===== src/hw/umon_defs.svh =====
// Offsets, field positions, sizes and reset values of the monitor registers.
// Overview of operation
// - Filter holds group in 23:16, partition in 15:0; 31:24 read zero.
// - With group matching on, bandwidth monitor counts only the filter group.
// - With partition match on, monitor counts only the filter partition.
// - Selection register holds an 8-bit monitor index, bits 31:8 read zero.
// - Other registers reach one monitor by index and selection bank.
// - Access with index beyond feature's monitor count raises out-of-bounds.
// - Every register is banked by security state at one shared offset.
// - Filter needs monitoring, bandwidth flags; value needs monitoring, cache.
// - Selection register exists if monitoring or identification flag is set.
// - Cache value has not-ready flag in bit 31, usage in 30:0.
// - Cache value reports bytes of storage for the selected monitor instance.
// - Capture register holds captured usage, needs three flags, is banked.
// - Control bit 17 enables group match, bit 16 enables partition match.
`ifndef UMON_DEFS_SVH
`define UMON_DEFS_SVH
`define UMON_ADDR_W      12
`define UMON_OFF_SEL     12'h800
`define UMON_OFF_FLT     12'h820
`define UMON_OFF_CTL     12'h828
`define UMON_OFF_CSU     12'h840
`define UMON_OFF_CAPT    12'h848
`define UMON_SEL_MSB     7
`define UMON_FLT_MSB     23
`define UMON_GRP_LSB     16
`define UMON_PART_MSB    15
`define UMON_CTL_GRP     17
`define UMON_CTL_PART    16
`define UMON_NOT_READY_FLAG_BIT    31
`define UMON_BW_MONS     4
`define UMON_CSU_MONS    4
`define UMON_SEL_RST     8'h00
`define UMON_FLT_RST     24'h000000
`define UMON_CTL_RST     2'h0
`define UMON_CSU_RST     32'h80000000
`endif


===== src/hw/umon_pkg.sv =====
// Types shared by the monitor register block.
package umon_pkg;
  typedef enum logic [2:0] {
    UMON_REG_NONE,
    UMON_REG_SEL,
    UMON_REG_FLT,
    UMON_REG_CTL,
    UMON_REG_CSU,
    UMON_REG_CAPT
  } umon_reg_t;
  typedef logic [7:0] umon_idx_t;
endpackage


===== src/hw/umon_match.sv =====
// Traffic filter of one bandwidth monitor.
`timescale 1ns/10ps
`include "umon_defs.svh"
module umon_match import umon_pkg::*; #(
  parameter logic BANK_NS = 1'b0
) (
  input  wire logic        tr_valid_i,
  input  wire logic        tr_ns_i,
  input  wire logic [15:0] tr_partition_i,
  input  wire logic [7:0]  tr_group_i,
  input  wire logic [23:0] filter_i,
  input  wire logic [1:0]  enables_i,
  output logic             hit_o
);
  logic part_ok;
  logic grp_ok;

  assign part_ok = !enables_i[0] ||
    (tr_partition_i == filter_i[`UMON_PART_MSB:0]);
  assign grp_ok  = !enables_i[1] ||
    (tr_group_i == filter_i[`UMON_FLT_MSB:`UMON_GRP_LSB]);
  assign hit_o   = tr_valid_i && (tr_ns_i == BANK_NS) &&
                   part_ok && grp_ok;
endmodule


===== src/hw/umon_csu_bank.sv =====
// Cache usage values and capture register of one security bank.
`timescale 1ns/10ps
`include "umon_defs.svh"
module umon_csu_bank import umon_pkg::*; #(
  parameter int MONS = `UMON_CSU_MONS
) (
  input  wire logic        ref_clk_i,
  input  wire logic        rst_i,
  input  wire logic        upd_i,
  input  wire umon_idx_t   upd_idx_i,
  input  wire logic [31:0] upd_word_i,
  input  wire logic        capt_i,
  input  wire umon_idx_t   sel_i,
  output logic [31:0]      value_o,
  output logic [31:0]      capt_o
);
  logic [31:0] val_r [MONS];
  logic [31:0] capt_r;
  logic        sel_ok;

  assign sel_ok = sel_i < umon_idx_t'(MONS);

  for (genvar m = 0; m < MONS; m++) begin : g_mon
    always_ff @(posedge ref_clk_i) begin
      if (rst_i) begin
        val_r[m] <= `UMON_CSU_RST;
      end else if (upd_i && upd_idx_i == umon_idx_t'(m)) begin
        val_r[m] <= upd_word_i;
      end
    end
  end

  always_ff @(posedge ref_clk_i) begin
    if (rst_i) begin
      capt_r <= `UMON_CSU_RST;
    end else if (capt_i) begin
      capt_r <= sel_ok ? val_r[sel_i[$clog2(MONS)-1:0]] : `UMON_CSU_RST;
    end
  end

  assign value_o = sel_ok ? val_r[sel_i[$clog2(MONS)-1:0]] : 32'h00000000;
  assign capt_o  = capt_r;
endmodule


===== src/hw/umon_regs.sv =====
// Banked monitor selection, bandwidth filter and cache usage registers.
`timescale 1ns/10ps
`include "umon_defs.svh"
module umon_regs import umon_pkg::*; (
  input  wire logic                   ref_clk_i,
  input  wire logic                   rst_i,
  input  wire logic                   monitoring_supported_i,
  input  wire logic                   bandwidth_monitor_supported_i,
  input  wire logic                   cache_monitor_supported_i,
  input  wire logic                   capture_supported_i,
  input  wire logic                   impl_ident_supported_i,
  input  wire logic                   reg_req_i,
  input  wire logic                   reg_we_i,
  input  wire logic                   reg_ns_i,
  input  wire logic [`UMON_ADDR_W-1:0] reg_addr_i,
  input  wire logic [31:0]            reg_wdata_i,
  output logic                        reg_ack_o,
  output logic [31:0]                 reg_rdata_o,
  output logic                        reg_err_o,
  input  wire logic                   tr_valid_i,
  input  wire logic                   tr_ns_i,
  input  wire logic [15:0]            tr_partition_i,
  input  wire logic [7:0]             tr_group_i,
  output logic [2*`UMON_BW_MONS-1:0]  bw_hit_o,
  input  wire logic                   csu_wr_i,
  input  wire logic                   csu_ns_i,
  input  wire umon_idx_t              csu_idx_i,
  input  wire logic [30:0]            csu_value_i,
  input  wire logic                   csu_not_ready_i,
  input  wire logic                   csu_capture_i
);
  localparam int BW    = `UMON_BW_MONS;
  localparam int BW_IW = $clog2(BW);
  localparam int ENTS  = 2 * BW;

  umon_reg_t   kind;
  umon_reg_t   kind_q;
  umon_idx_t   sel_cur;
  logic        sel_present;
  logic        bw_present;
  logic        csu_present;
  logic        capt_present;
  logic        bw_oob;
  logic        csu_oob;
  logic        wr;
  logic [BW_IW:0] ent_sel;
  logic [31:0] rdata_nxt;
  logic        err_nxt;
  logic [1:0][7:0]            sel_w;
  logic [ENTS-1:0][23:0]      flt_w;
  logic [ENTS-1:0][1:0]       ctl_w;
  logic [ENTS-1:0]            hit_w;
  logic [1:0][31:0]           csu_rd_w;
  logic [1:0][31:0]           capt_w;
  logic [2*`UMON_BW_MONS-1:0] bw_hit_r;
  logic        ack_r;
  logic [31:0] rdata_r;
  logic        err_r;

  assign sel_present  = monitoring_supported_i ||
                        impl_ident_supported_i;
  assign bw_present   = monitoring_supported_i &&
                        bandwidth_monitor_supported_i;
  assign csu_present  = monitoring_supported_i &&
                        cache_monitor_supported_i;
  assign capt_present = csu_present && capture_supported_i;

  always_comb begin
    case (reg_addr_i)
      `UMON_OFF_SEL:  kind = UMON_REG_SEL;
      `UMON_OFF_FLT:  kind = UMON_REG_FLT;
      `UMON_OFF_CTL:  kind = UMON_REG_CTL;
      `UMON_OFF_CSU:  kind = UMON_REG_CSU;
      `UMON_OFF_CAPT: kind = UMON_REG_CAPT;
      default:        kind = UMON_REG_NONE;
    endcase
  end

  // The selection used is the one of the bank the access belongs to.
  assign sel_cur = sel_w[reg_ns_i];
  assign bw_oob  = sel_cur >= umon_idx_t'(`UMON_BW_MONS);
  assign csu_oob = sel_cur >= umon_idx_t'(`UMON_CSU_MONS);
  assign ent_sel = {reg_ns_i, sel_cur[BW_IW-1:0]};
  assign wr      = reg_req_i && reg_we_i;

  for (genvar b = 0; b < 2; b++) begin : g_bank
    logic [7:0] sel_r;

    always_ff @(posedge ref_clk_i) begin
      if (rst_i) begin
        sel_r <= `UMON_SEL_RST;
      end else if (wr && kind == UMON_REG_SEL && sel_present &&
                   reg_ns_i == 1'(b)) begin
        sel_r <= reg_wdata_i[`UMON_SEL_MSB:0];
      end
    end
    assign sel_w[b] = sel_r;

    umon_csu_bank #(
      .MONS(`UMON_CSU_MONS)
    ) u_csu (
      .ref_clk_i  (ref_clk_i),
      .rst_i      (rst_i),
      .upd_i      (csu_wr_i && csu_ns_i == 1'(b) && csu_present),
      .upd_idx_i  (csu_idx_i),
      .upd_word_i ({csu_not_ready_i, csu_value_i}),
      .capt_i     (csu_capture_i && capt_present),
      .sel_i      (sel_r),
      .value_o    (csu_rd_w[b]),
      .capt_o     (capt_w[b])
    );
  end

  for (genvar e = 0; e < ENTS; e++) begin : g_ent
    localparam logic EN_NS = (e >= BW);
    logic [23:0] flt_r;
    logic [1:0]  ctl_r;
    logic        hit_sel;

    assign hit_sel = wr && bw_present && !bw_oob && reg_ns_i == EN_NS &&
                     sel_cur[BW_IW-1:0] == BW_IW'(e % BW);

    always_ff @(posedge ref_clk_i) begin
      if (rst_i) begin
        flt_r <= `UMON_FLT_RST;
      end else if (hit_sel && kind == UMON_REG_FLT) begin
        flt_r <= reg_wdata_i[`UMON_FLT_MSB:0];
      end
    end

    always_ff @(posedge ref_clk_i) begin
      if (rst_i) begin
        ctl_r <= `UMON_CTL_RST;
      end else if (hit_sel && kind == UMON_REG_CTL) begin
        ctl_r <= reg_wdata_i[`UMON_CTL_GRP:`UMON_CTL_PART];
      end
    end

    assign flt_w[e] = flt_r;
    assign ctl_w[e] = ctl_r;

    umon_match #(
      .BANK_NS(EN_NS)
    ) u_match (
      .tr_valid_i     (tr_valid_i && bw_present),
      .tr_ns_i        (tr_ns_i),
      .tr_partition_i (tr_partition_i),
      .tr_group_i     (tr_group_i),
      .filter_i       (flt_r),
      .enables_i      (ctl_r),
      .hit_o          (hit_w[e])
    );
  end

  // Absent or out-of-range registers read zero and drop writes.
  always_comb begin
    rdata_nxt = 32'h00000000;
    case (kind)
      UMON_REG_SEL: begin
        if (sel_present) begin
          rdata_nxt = {24'h000000, sel_cur};
        end
      end
      UMON_REG_FLT: begin
        if (bw_present && !bw_oob) begin
          rdata_nxt = {8'h00, flt_w[ent_sel]};
        end
      end
      UMON_REG_CTL: begin
        if (bw_present && !bw_oob) begin
          rdata_nxt = {14'h0000, ctl_w[ent_sel], 16'h0000};
        end
      end
      UMON_REG_CSU: begin
        if (csu_present && !csu_oob) begin
          rdata_nxt = csu_rd_w[reg_ns_i];
        end
      end
      UMON_REG_CAPT: begin
        if (capt_present && !csu_oob) begin
          rdata_nxt = capt_w[reg_ns_i];
        end
      end
      default: rdata_nxt = 32'h00000000;
    endcase
  end

  always_comb begin
    err_nxt = 1'b0;
    case (kind)
      UMON_REG_FLT,
      UMON_REG_CTL:  err_nxt = reg_req_i && bw_present && bw_oob;
      UMON_REG_CSU:  err_nxt = reg_req_i && csu_present && csu_oob;
      UMON_REG_CAPT: err_nxt = reg_req_i && capt_present && csu_oob;
      default:       err_nxt = 1'b0;
    endcase
  end

  always_ff @(posedge ref_clk_i) begin
    if (rst_i) begin
      ack_r  <= 1'b0;
      err_r  <= 1'b0;
      kind_q <= UMON_REG_NONE;
    end else begin
      ack_r  <= reg_req_i;
      err_r  <= err_nxt;
      kind_q <= (reg_req_i && !reg_we_i) ? kind : UMON_REG_NONE;
    end
  end

  always_ff @(posedge ref_clk_i) begin
    if (rst_i) begin
      rdata_r <= 32'h00000000;
    end else if (reg_req_i && !reg_we_i) begin
      rdata_r <= rdata_nxt;
    end
  end

  always_ff @(posedge ref_clk_i) begin
    if (rst_i) begin
      bw_hit_r <= '0;
    end else begin
      bw_hit_r <= hit_w;
    end
  end

  assign reg_ack_o   = ack_r;
  assign reg_err_o   = err_r;
  assign reg_rdata_o = rdata_r;
  assign bw_hit_o    = bw_hit_r;
endmodule


===== config.mk =====
export PLATFORM = sky130hd
export DESIGN_NAME = umon_regs
export DESIGN_NICKNAME = d
export VERILOG_FILES = /design/src/hw/umon_pkg.sv /design/src/hw/umon_match.sv /design/src/hw/umon_csu_bank.sv /design/src/hw/umon_regs.sv
export VERILOG_INCLUDE_DIRS = /design/src /design/src/hw
export SDC_FILE = /design/constraint.sdc
export NUM_CORES = 1
export LEC_CHECK = 0
export BUFFER_PORTS_ARGS = -buffer_cell sky130_fd_sc_hd__buf_4
export CAP_MARGIN = 0
export CORE_MARGIN = 3
export CORE_UTILIZATION = 50
export DETAILED_ROUTE_END_ITERATION = 7
export GPL_ROUTABILITY_DRIVEN = 0
export PLACE_DENSITY = 0.67
export SKIP_LAST_GASP = 1
export SLEW_MARGIN = 20
export SYNTH_ARGS = -nofsm -noshare
export SYNTH_HDL_FRONTEND = slang
export SYNTH_HIERARCHICAL = 1
export SYNTH_SLANG_ARGS = --single-unit

===== constraint.sdc =====
create_clock -name ref_clk_i -period 2.6 [get_ports ref_clk_i]
set_input_delay 0.13 -clock ref_clk_i [delete_from_list [all_inputs] [get_ports ref_clk_i]]
set_output_delay 0.13 -clock ref_clk_i [all_outputs]
set_load 0.01 [all_outputs]

Yosys cells after proc, flatten, opt, wreduce, memory -nomap -nowiden

Memories as Yosys holds them, arrays and structs flattened. A register that Yosys moved wholly into a read port is not among the register bits.
Index checks and enable logic that the tools add are counted.
Widths: inputs -> output; s select.

Bits in registers: 330
Bits in latches: 0
RAM bits: 256
Memory bits (read-only): 0
Input port bits: 123
Output and inout bits: 42
Logic and storage cells: 250
Memories: 2

$add $sub $neg: 0
Multipliers: 0
Div/mod/pow operators: 0
Order comparisons: 5
Eq/ne operators: 32
Shift operators: 0
Multiplexer cells: 60
Bitwise gates (word level): 11
Reductions and logical operators: 116

Memories:

| name                  | words | width | rd ports | clocked after memory_dff | write ports | RTL line            | text |
|---|---|---|---|---|---|---|---|
| g_bank[0].u_csu.val_r | 4     | 32    | 1        | 1                        | 4           | umon_csu_bank.sv:17 | `logic [31:0] val_r [MONS];` |
| g_bank[1].u_csu.val_r | 4     | 32    | 1        | 1                        | 4           | umon_csu_bank.sv:17 |  |

Operators with widths:

| cell                 | number |
|---|---|
| $mux 32              | 18 |
| $pmux 32 s5          | 1 |
| $eq 16x16->1         | 8 |
| $logic_and 1x1->1    | 78 |
| $bmux 24 s3          | 1 |
| $eq 8x8->1           | 8 |
| $eq 12x12->1 const B | 5 |
| $mux 24              | 2 |
| $mux 1               | 26 |
| $mux 8               | 3 |
| $logic_not 1->1      | 18 |
| $mux 18              | 1 |
| $logic_or 1x1->1     | 17 |
| $eq 8x2->1 const B   | 2 |
| $lt 8x3->1 const B   | 2 |
| $pmux 3 s5           | 1 |
| $mux 2               | 5 |
| $eq 8x1->1 const B   | 1 |
| $ge 8x3->1 const B   | 1 |
| $logic_not 8->1      | 1 |
| $or 1x1->1           | 8 |
| $bmux 2 s3           | 1 |
| $eq 3x2->1 const B   | 2 |
| $eq 3x3->1 const B   | 2 |
| 9 further kinds      | 12 |

Longest topological paths before layout

Depth in word-level cells: 8
Depth in mapped cells: 9
Depth with buffers taken out: 6

By module

The synthesis kept the hierarchy.

By module, submodules not included:

| module                             | times used | cells each | area each (sq um) | sequential area each (sq um) |
|---|---|---|---|---|
| umon_csu_bank                      | 2          | 475        | 7186.9            | 4484.3 |
| umon_regs                          | 1          | 1336       | 13730.7           | 5325.1 |
| umon_match at g_ent[0].u_match ... | 4          | 33         | 271.5             | 0.0 |
| umon_match at g_ent[4].u_match ... | 4          | 33         | 270.3             | 0.0 |

Worst setup path after synthesis

OpenSTA, ideal clock, no wires.

Path type: input -> register
From: input port csu_idx_i[5]
To: memory g_bank[0].u_csu.val_r[1][0] (enable)
Library setup time: 390 ps
Arrival: 1778 ps
Required time: 2210 ps
Setup slack: 431 ps
Cell stages on the path: 4
Path buffers: 1
Cells stage by stage: or4_1 > buf_6 > nor2_1 > a41o_1

RTL lines:

| what               | RTL line            | text |
|---|---|---|
| start: declaration | umon_regs.sv:27     | `input wire umon_idx_t csu_idx_i,` |
| end: declaration   | umon_csu_bank.sv:17 |  |

Worst setup path after layout

From: register g_bank[0].sel_r[0]
To: register rdata_r[21] (netlist: reg_rdata_o[21])

Longest elaborated chain between the ends: 7
Elaborated cells between the ends (all ways): 17
Those cells by class: order compare (2); mux (11); reduce/logical (4)

Ends and longest elaborated chain:

| what                                        | RTL line                                             | text |
|---|---|---|
| start: declaration                          | umon_regs.sv:87                                      | `logic [7:0] sel_r;` |
| start signal: assignment                    | umon_regs.sv:91                                      | `` sel_r <= `UMON_SEL_RST; `` |
| start signal: assignment                    | umon_regs.sv:94                                      | `` sel_r <= reg_wdata_i[`UMON_SEL_MSB:0]; `` |
| $mux 8 (not written as such) (2 in series)  | umon_regs.sv:80                                      | `assign sel_cur = sel_w[reg_ns_i];` |
| $ge 8x3->1                                  | umon_regs.sv:81, umon_regs.sv:82                     |  |
| $logic_not 1->1                             | umon_regs.sv:165, umon_regs.sv:175, umon_regs.sv:180 |  |
| $logic_and 1x1->1, on equally long branches | umon_regs.sv:180, umon_regs.sv:165, umon_regs.sv:175 |  |
| $mux 32, or another cell as far along       | umon_regs.sv:180                                     | `if (capt_present && !csu_oob) begin` |
| $pmux 32 s5 (*)                             | umon_regs.sv:158                                     | `case (kind)` |
| end signal: assignment                      | umon_regs.sv:215                                     | `rdata_r <= rdata_nxt;` |
| end: declaration                            | umon_regs.sv:57                                      | `logic [31:0] rdata_r;` |

Every way passes the cells marked *; elsewhere a longest branch is shown, timed or not. The select of a mux whose other input is x is not followed.
A chain may end at the register's enable or synchronous reset.

==> flow_metrics.py <==
metrics = {
    "critical_path": {
        "cp-end-kind": "flip-flop",
        "timing_worst_setup_path_type": "flip-flop to flip-flop",
        "critical_path.startpoint": "g_bank[0].sel_r[0]",
        "worst_path_most_repeated_cell": "sky130_fd_sc_hd__buf_4",
        "critical_path_arrival_ns": 2.97,
        "timing.critical_path.from_type": "flip-flop",
        "cp.required_ns": 3.11,
        "cp_num_buf_inv": 2,
        "critPathSlowestCell": "sky130_fd_sc_hd__dfxtp_4",
        "worstPathMaxFanout": 23,
        "cpPeakStageDelay_ns": 0.55,
        "critical_r2r_launch": "g_bank[0].sel_r[0]",
        "worstPathCellList": "buf_4 -> mux2i_4 -> buf_4 -> mux2i_1 -> mux4_2 -> o211ai_1",
        "critPathTopFamily": "multiplexers",
    },
    "floorplanning": {
        "design.portCount": 165,
        "fp.dieArea_um2": 63500,
        "floorplan.core_area_um2": 59500,
        "die-width_um": 252,
        "placement_rows": 89,
        "die_y_um": 252,
        "floorplan.initialDensity": 0.509,
    },
    "detailed_routing": {
        "wl_per_cell_um": 23.5,
        "drt_wl_total_um": 83300,
        "detail-route-antenna-nets": 0,
        "drt_first_pass_iters": 5,
        "detail_route.drc_violations": 0,
        "vias": 20700,
        "vias_per_instance": 5.84,
        "detailedRoute.firstIterationViolations": 1550,
    },
    "timing": {
        "worst-slew-pin-transition_ns": 0.774,
        "timing.final.setup_violations": 0,
        "rsz_0062_raised_after_global_routing": "false",
        "final_critical_delay_including_setup_and_external_delays_ns": 2.46,
        "report.final.slew_viol_count": 0,
        "fmax_mhz": 407,
        "slew_headroom": 0.482,
        "post_route_clock_skew_ns": 0.0243,
        "final_min_period_over_clock_period": 0.946,
        "worst_hold_slack_ns": 0.00967,
        "timing.setup.tns_ns": 0,
        "final-hold-violation-count": 0,
    },
    "global_routing": {
        "global_route_congestion_overflow_total": 0,
        "global_routing_s_busiest_layer": "met2",
        "met2_usage": 0.444,
        "global_route.usage.total": 0.260,
        "wire_length_of_the_first_global_routing_pass_um": 126000,
        "globalRouteMet3Util": 0.0456,
        "first_global_vias": 21100,
        "grt_antenna_before_repair": 4,
        "use_met1": 0.338,
        "grt_start_max_net_pins": 142,
    },
    "final_layout": {
        "register_area_um2": 14300,
        "fillerInstances": 4886,
        "multi_input_comb_area_um2": 15000,
        "flow.area_growth_from_synthesis_pct": 16.0,
        "most-common-layout-cells": "sky130_fd_sc_hd__dfxtp_1, sky130_fd_sc_hd__mux2i_1, sky130_fd_sc_hd__edfxtp_1, sky130_fd_sc_hd__nand2b_1, sky130_fd_sc_hd__buf_4",
        "fin_nets": 2833,
        "mostFrequentLayoutCell": "sky130_fd_sc_hd__dfxtp_1",
        "final_layout_size_suffix_gt1_frac": 0.266,
        "finalNonFillerCells": 3538,
    },
    "clock_network": {
        "cts_buffer_depth": 3,
        "tritoncts": "yes",
        "post_cts.repair.setup_buffers": 0,
        "clk_tree_root_cell": "sky130_fd_sc_hd__clkbuf_16",
        "cts_inserted_buffers": 67,
        "clk_pin_slew_ns": 0.06,
        "clkSinkCount": 586,
        "htreeDepth": 3,
        "post_cts_resized": 0,
        "clk-insertion-delay-late_ns": 0.61,
    },
    "placement": {
        "place.detailed.instances": 3365,
        "buffer_ports.inserted": 156,
        "hpwlAfterDp_um": 57000,
    },
    "power_and_ir_drop": {
        "internal_power_uw": 15800,
        "clockPowerShare": 0.449,
        "power_per_cell_area_nw_per_um2": 582,
        "power.net_switching_uw": 4670,
        "sw_share": 0.229,
        "power.sequential.fraction": 0.484,
        "power.combinational.fraction": 0.067,
        "vdd.ir_drop.worst_v": 0.000378,
        "power.leakage_uw": 0.0143,
    },
    "logic_synthesis": {
        "mean_instance_size_in_the_synthesized_netlist_um2": 11.9,
        "synth.ff_latch_count": 586,
        "netlist_instances": 2550,
        "synth_nets": 2673,
        "synth.top_cells.by_area": "sky130_fd_sc_hd__edfxtp_1, sky130_fd_sc_hd__dfxtp_1, sky130_fd_sc_hd__mux2i_1, sky130_fd_sc_hd__mux4_2, sky130_fd_sc_hd__xnor2_1",
        "dominantRegCellSynth": "sky130_fd_sc_hd__dfxtp_1",
        "synth_edf_count": 256,
        "synth.lib_cells_used.distinct": 68,
        "ys_warn_count": 6,
        "post-synth-top-area-cell": "sky130_fd_sc_hd__edfxtp_1",
        "synth-seq-area-share": 0.472,
        "synth_top_area_share": 0.254,
        "syn_area_um2": 30300,
        "postSynth.asyncResetShare": 0,
    },
    "hold_path": {
        "holdCritPathClass": "input port to flip-flop",
        "timing.hold.worst.start": "reg_wdata_i[12]",
    },
    "job": {
        "maxCapViolCount": 0,
    },
    "status": {
        "status": "finished clean",
    },
}
kinds of logic (layout without fill, tap and decap cells):
logic type	Yosys count	in the layout	synth area share
buffers and inverters	215	425	0.0343
and+or+nand+nor	891	891	0.198
other	0	5	0
xor gates and xnor gates	193	193	0.0558
muxes	456	456	0.190
AOI/OAI and AO/OA	209	209	0.0497
DFF	586	586	0.472
synthesized netlist by cell type (24+ instances only):
| cell | n |
|---|---|
| sky130_fd_sc_hd__nor2_1 | 25 |
| sky130_fd_sc_hd__mux2_2 | 50 |
| sky130_fd_sc_hd__clkbuf_1 | 96 |
| sky130_fd_sc_hd__nand2b_1 | 233 |
| sky130_fd_sc_hd__buf_2 | 33 |
| sky130_fd_sc_hd__a21o_1 | 62 |
| sky130_fd_sc_hd__and3_1 | 79 |
| sky130_fd_sc_hd__and2_1 | 66 |
| sky130_fd_sc_hd__dfxtp_1 | 330 |
| sky130_fd_sc_hd__nor3_1 | 31 |
| sky130_fd_sc_hd__nor3b_1 | 67 |
| sky130_fd_sc_hd__and2_2 | 198 |
| sky130_fd_sc_hd__buf_1 | 26 |
| sky130_fd_sc_hd__nand4_1 | 66 |
| sky130_fd_sc_hd__edfxtp_1 | 256 |
| sky130_fd_sc_hd__clkbuf_2 | 24 |
| sky130_fd_sc_hd__xnor2_1 | 192 |
| sky130_fd_sc_hd__mux2i_1 | 317 |
| sky130_fd_sc_hd__nand3_1 | 24 |
| sky130_fd_sc_hd__mux4_2 | 89 |
| sky130_fd_sc_hd__nand2_1 | 34 |
layout make-up:
cell class,count,share of cell area
multi-input combinational,1749,0.427
clock inverter,33,0.00784
timing repair buffer,298,0.0760
tap,773,0.0276
clock buffer,86,0.0527
inverter,8,0.000855
sequential,586,0.407
antenna,5,0.000356
tightest hold or removal path: cells and delay by family:
| family | cells | cell delay, ns |
|---|---|---|
| muxes | 1 | 0.17 |
| and+or+nand+nor | 1 | 0.18 |
| buffers and inverters | 1 | 0.08 |
registers in the layout, indices dropped and copies added (netlist names), 8 cells and up:
| name | count |
|---|---|
| bw_hit_o | 8 |
| g_bank.sel_r | 16 |
| g_bank.u_csu/capt_o | 64 |
| g_bank.u_csu/val_r | 256 |
| g_ent.ctl_r | 16 |
| g_ent.flt_r | 192 |
| reg_rdata_o | 32 |
path summary, 6_finish.rpt:
kind	to	slack (ns)	depth (start not counted)
setup / recovery	reg_rdata_o[21]	0.14	6
hold / removal	g_ent[1].flt_r[12]	0.01	3
setup reg to reg	reg_rdata_o[21]	0.14	6
hold reg to reg	reg_rdata_o[28]	0.45	2
through the flow:
stage               setup WS [ns]  utilization  instance area (µm²)  power, µW
finish                      0.140        0.590                35100      20400
global route               0.0773        0.590                35100      21100
global placement            0.234        0.546                32500      11400
floorplan                   0.431            -                30300      10800
CTS                         0.161        0.590                35100      20600
detailed placement          0.188        0.546                32500      11400
power groups by stage:
| stage | registers (µW) | clock network, µW | logic [µW] |
|---|---|---|---|
| 2_1_floorplan | 10100 | 0 | 729 |
| 3_3_place_gp | 10100 | 0 | 1280 |
| 3_5_place_dp | 10100 | 0 | 1300 |
| 4_1_cts | 9890 | 9350 | 1370 |
| 5_1_grt | 9910 | 9730 | 1460 |
| 6_report | 9890 | 9180 | 1370 |
what timing repair did:
action	CTS	global route
endpoints found under the hold margin	310	0
hold buffers	49	0
endpoints found under the setup margin	0	0
routing by layer:
layer | wire length, µm | part of all wire
met1 | 35000 | 0.42
met2 | 41300 | 0.50
met3 | 4880 | 0.059
met4 | 2060 | 0.025
met5 | 0 | 0
(Power assumes the default switching activity.)
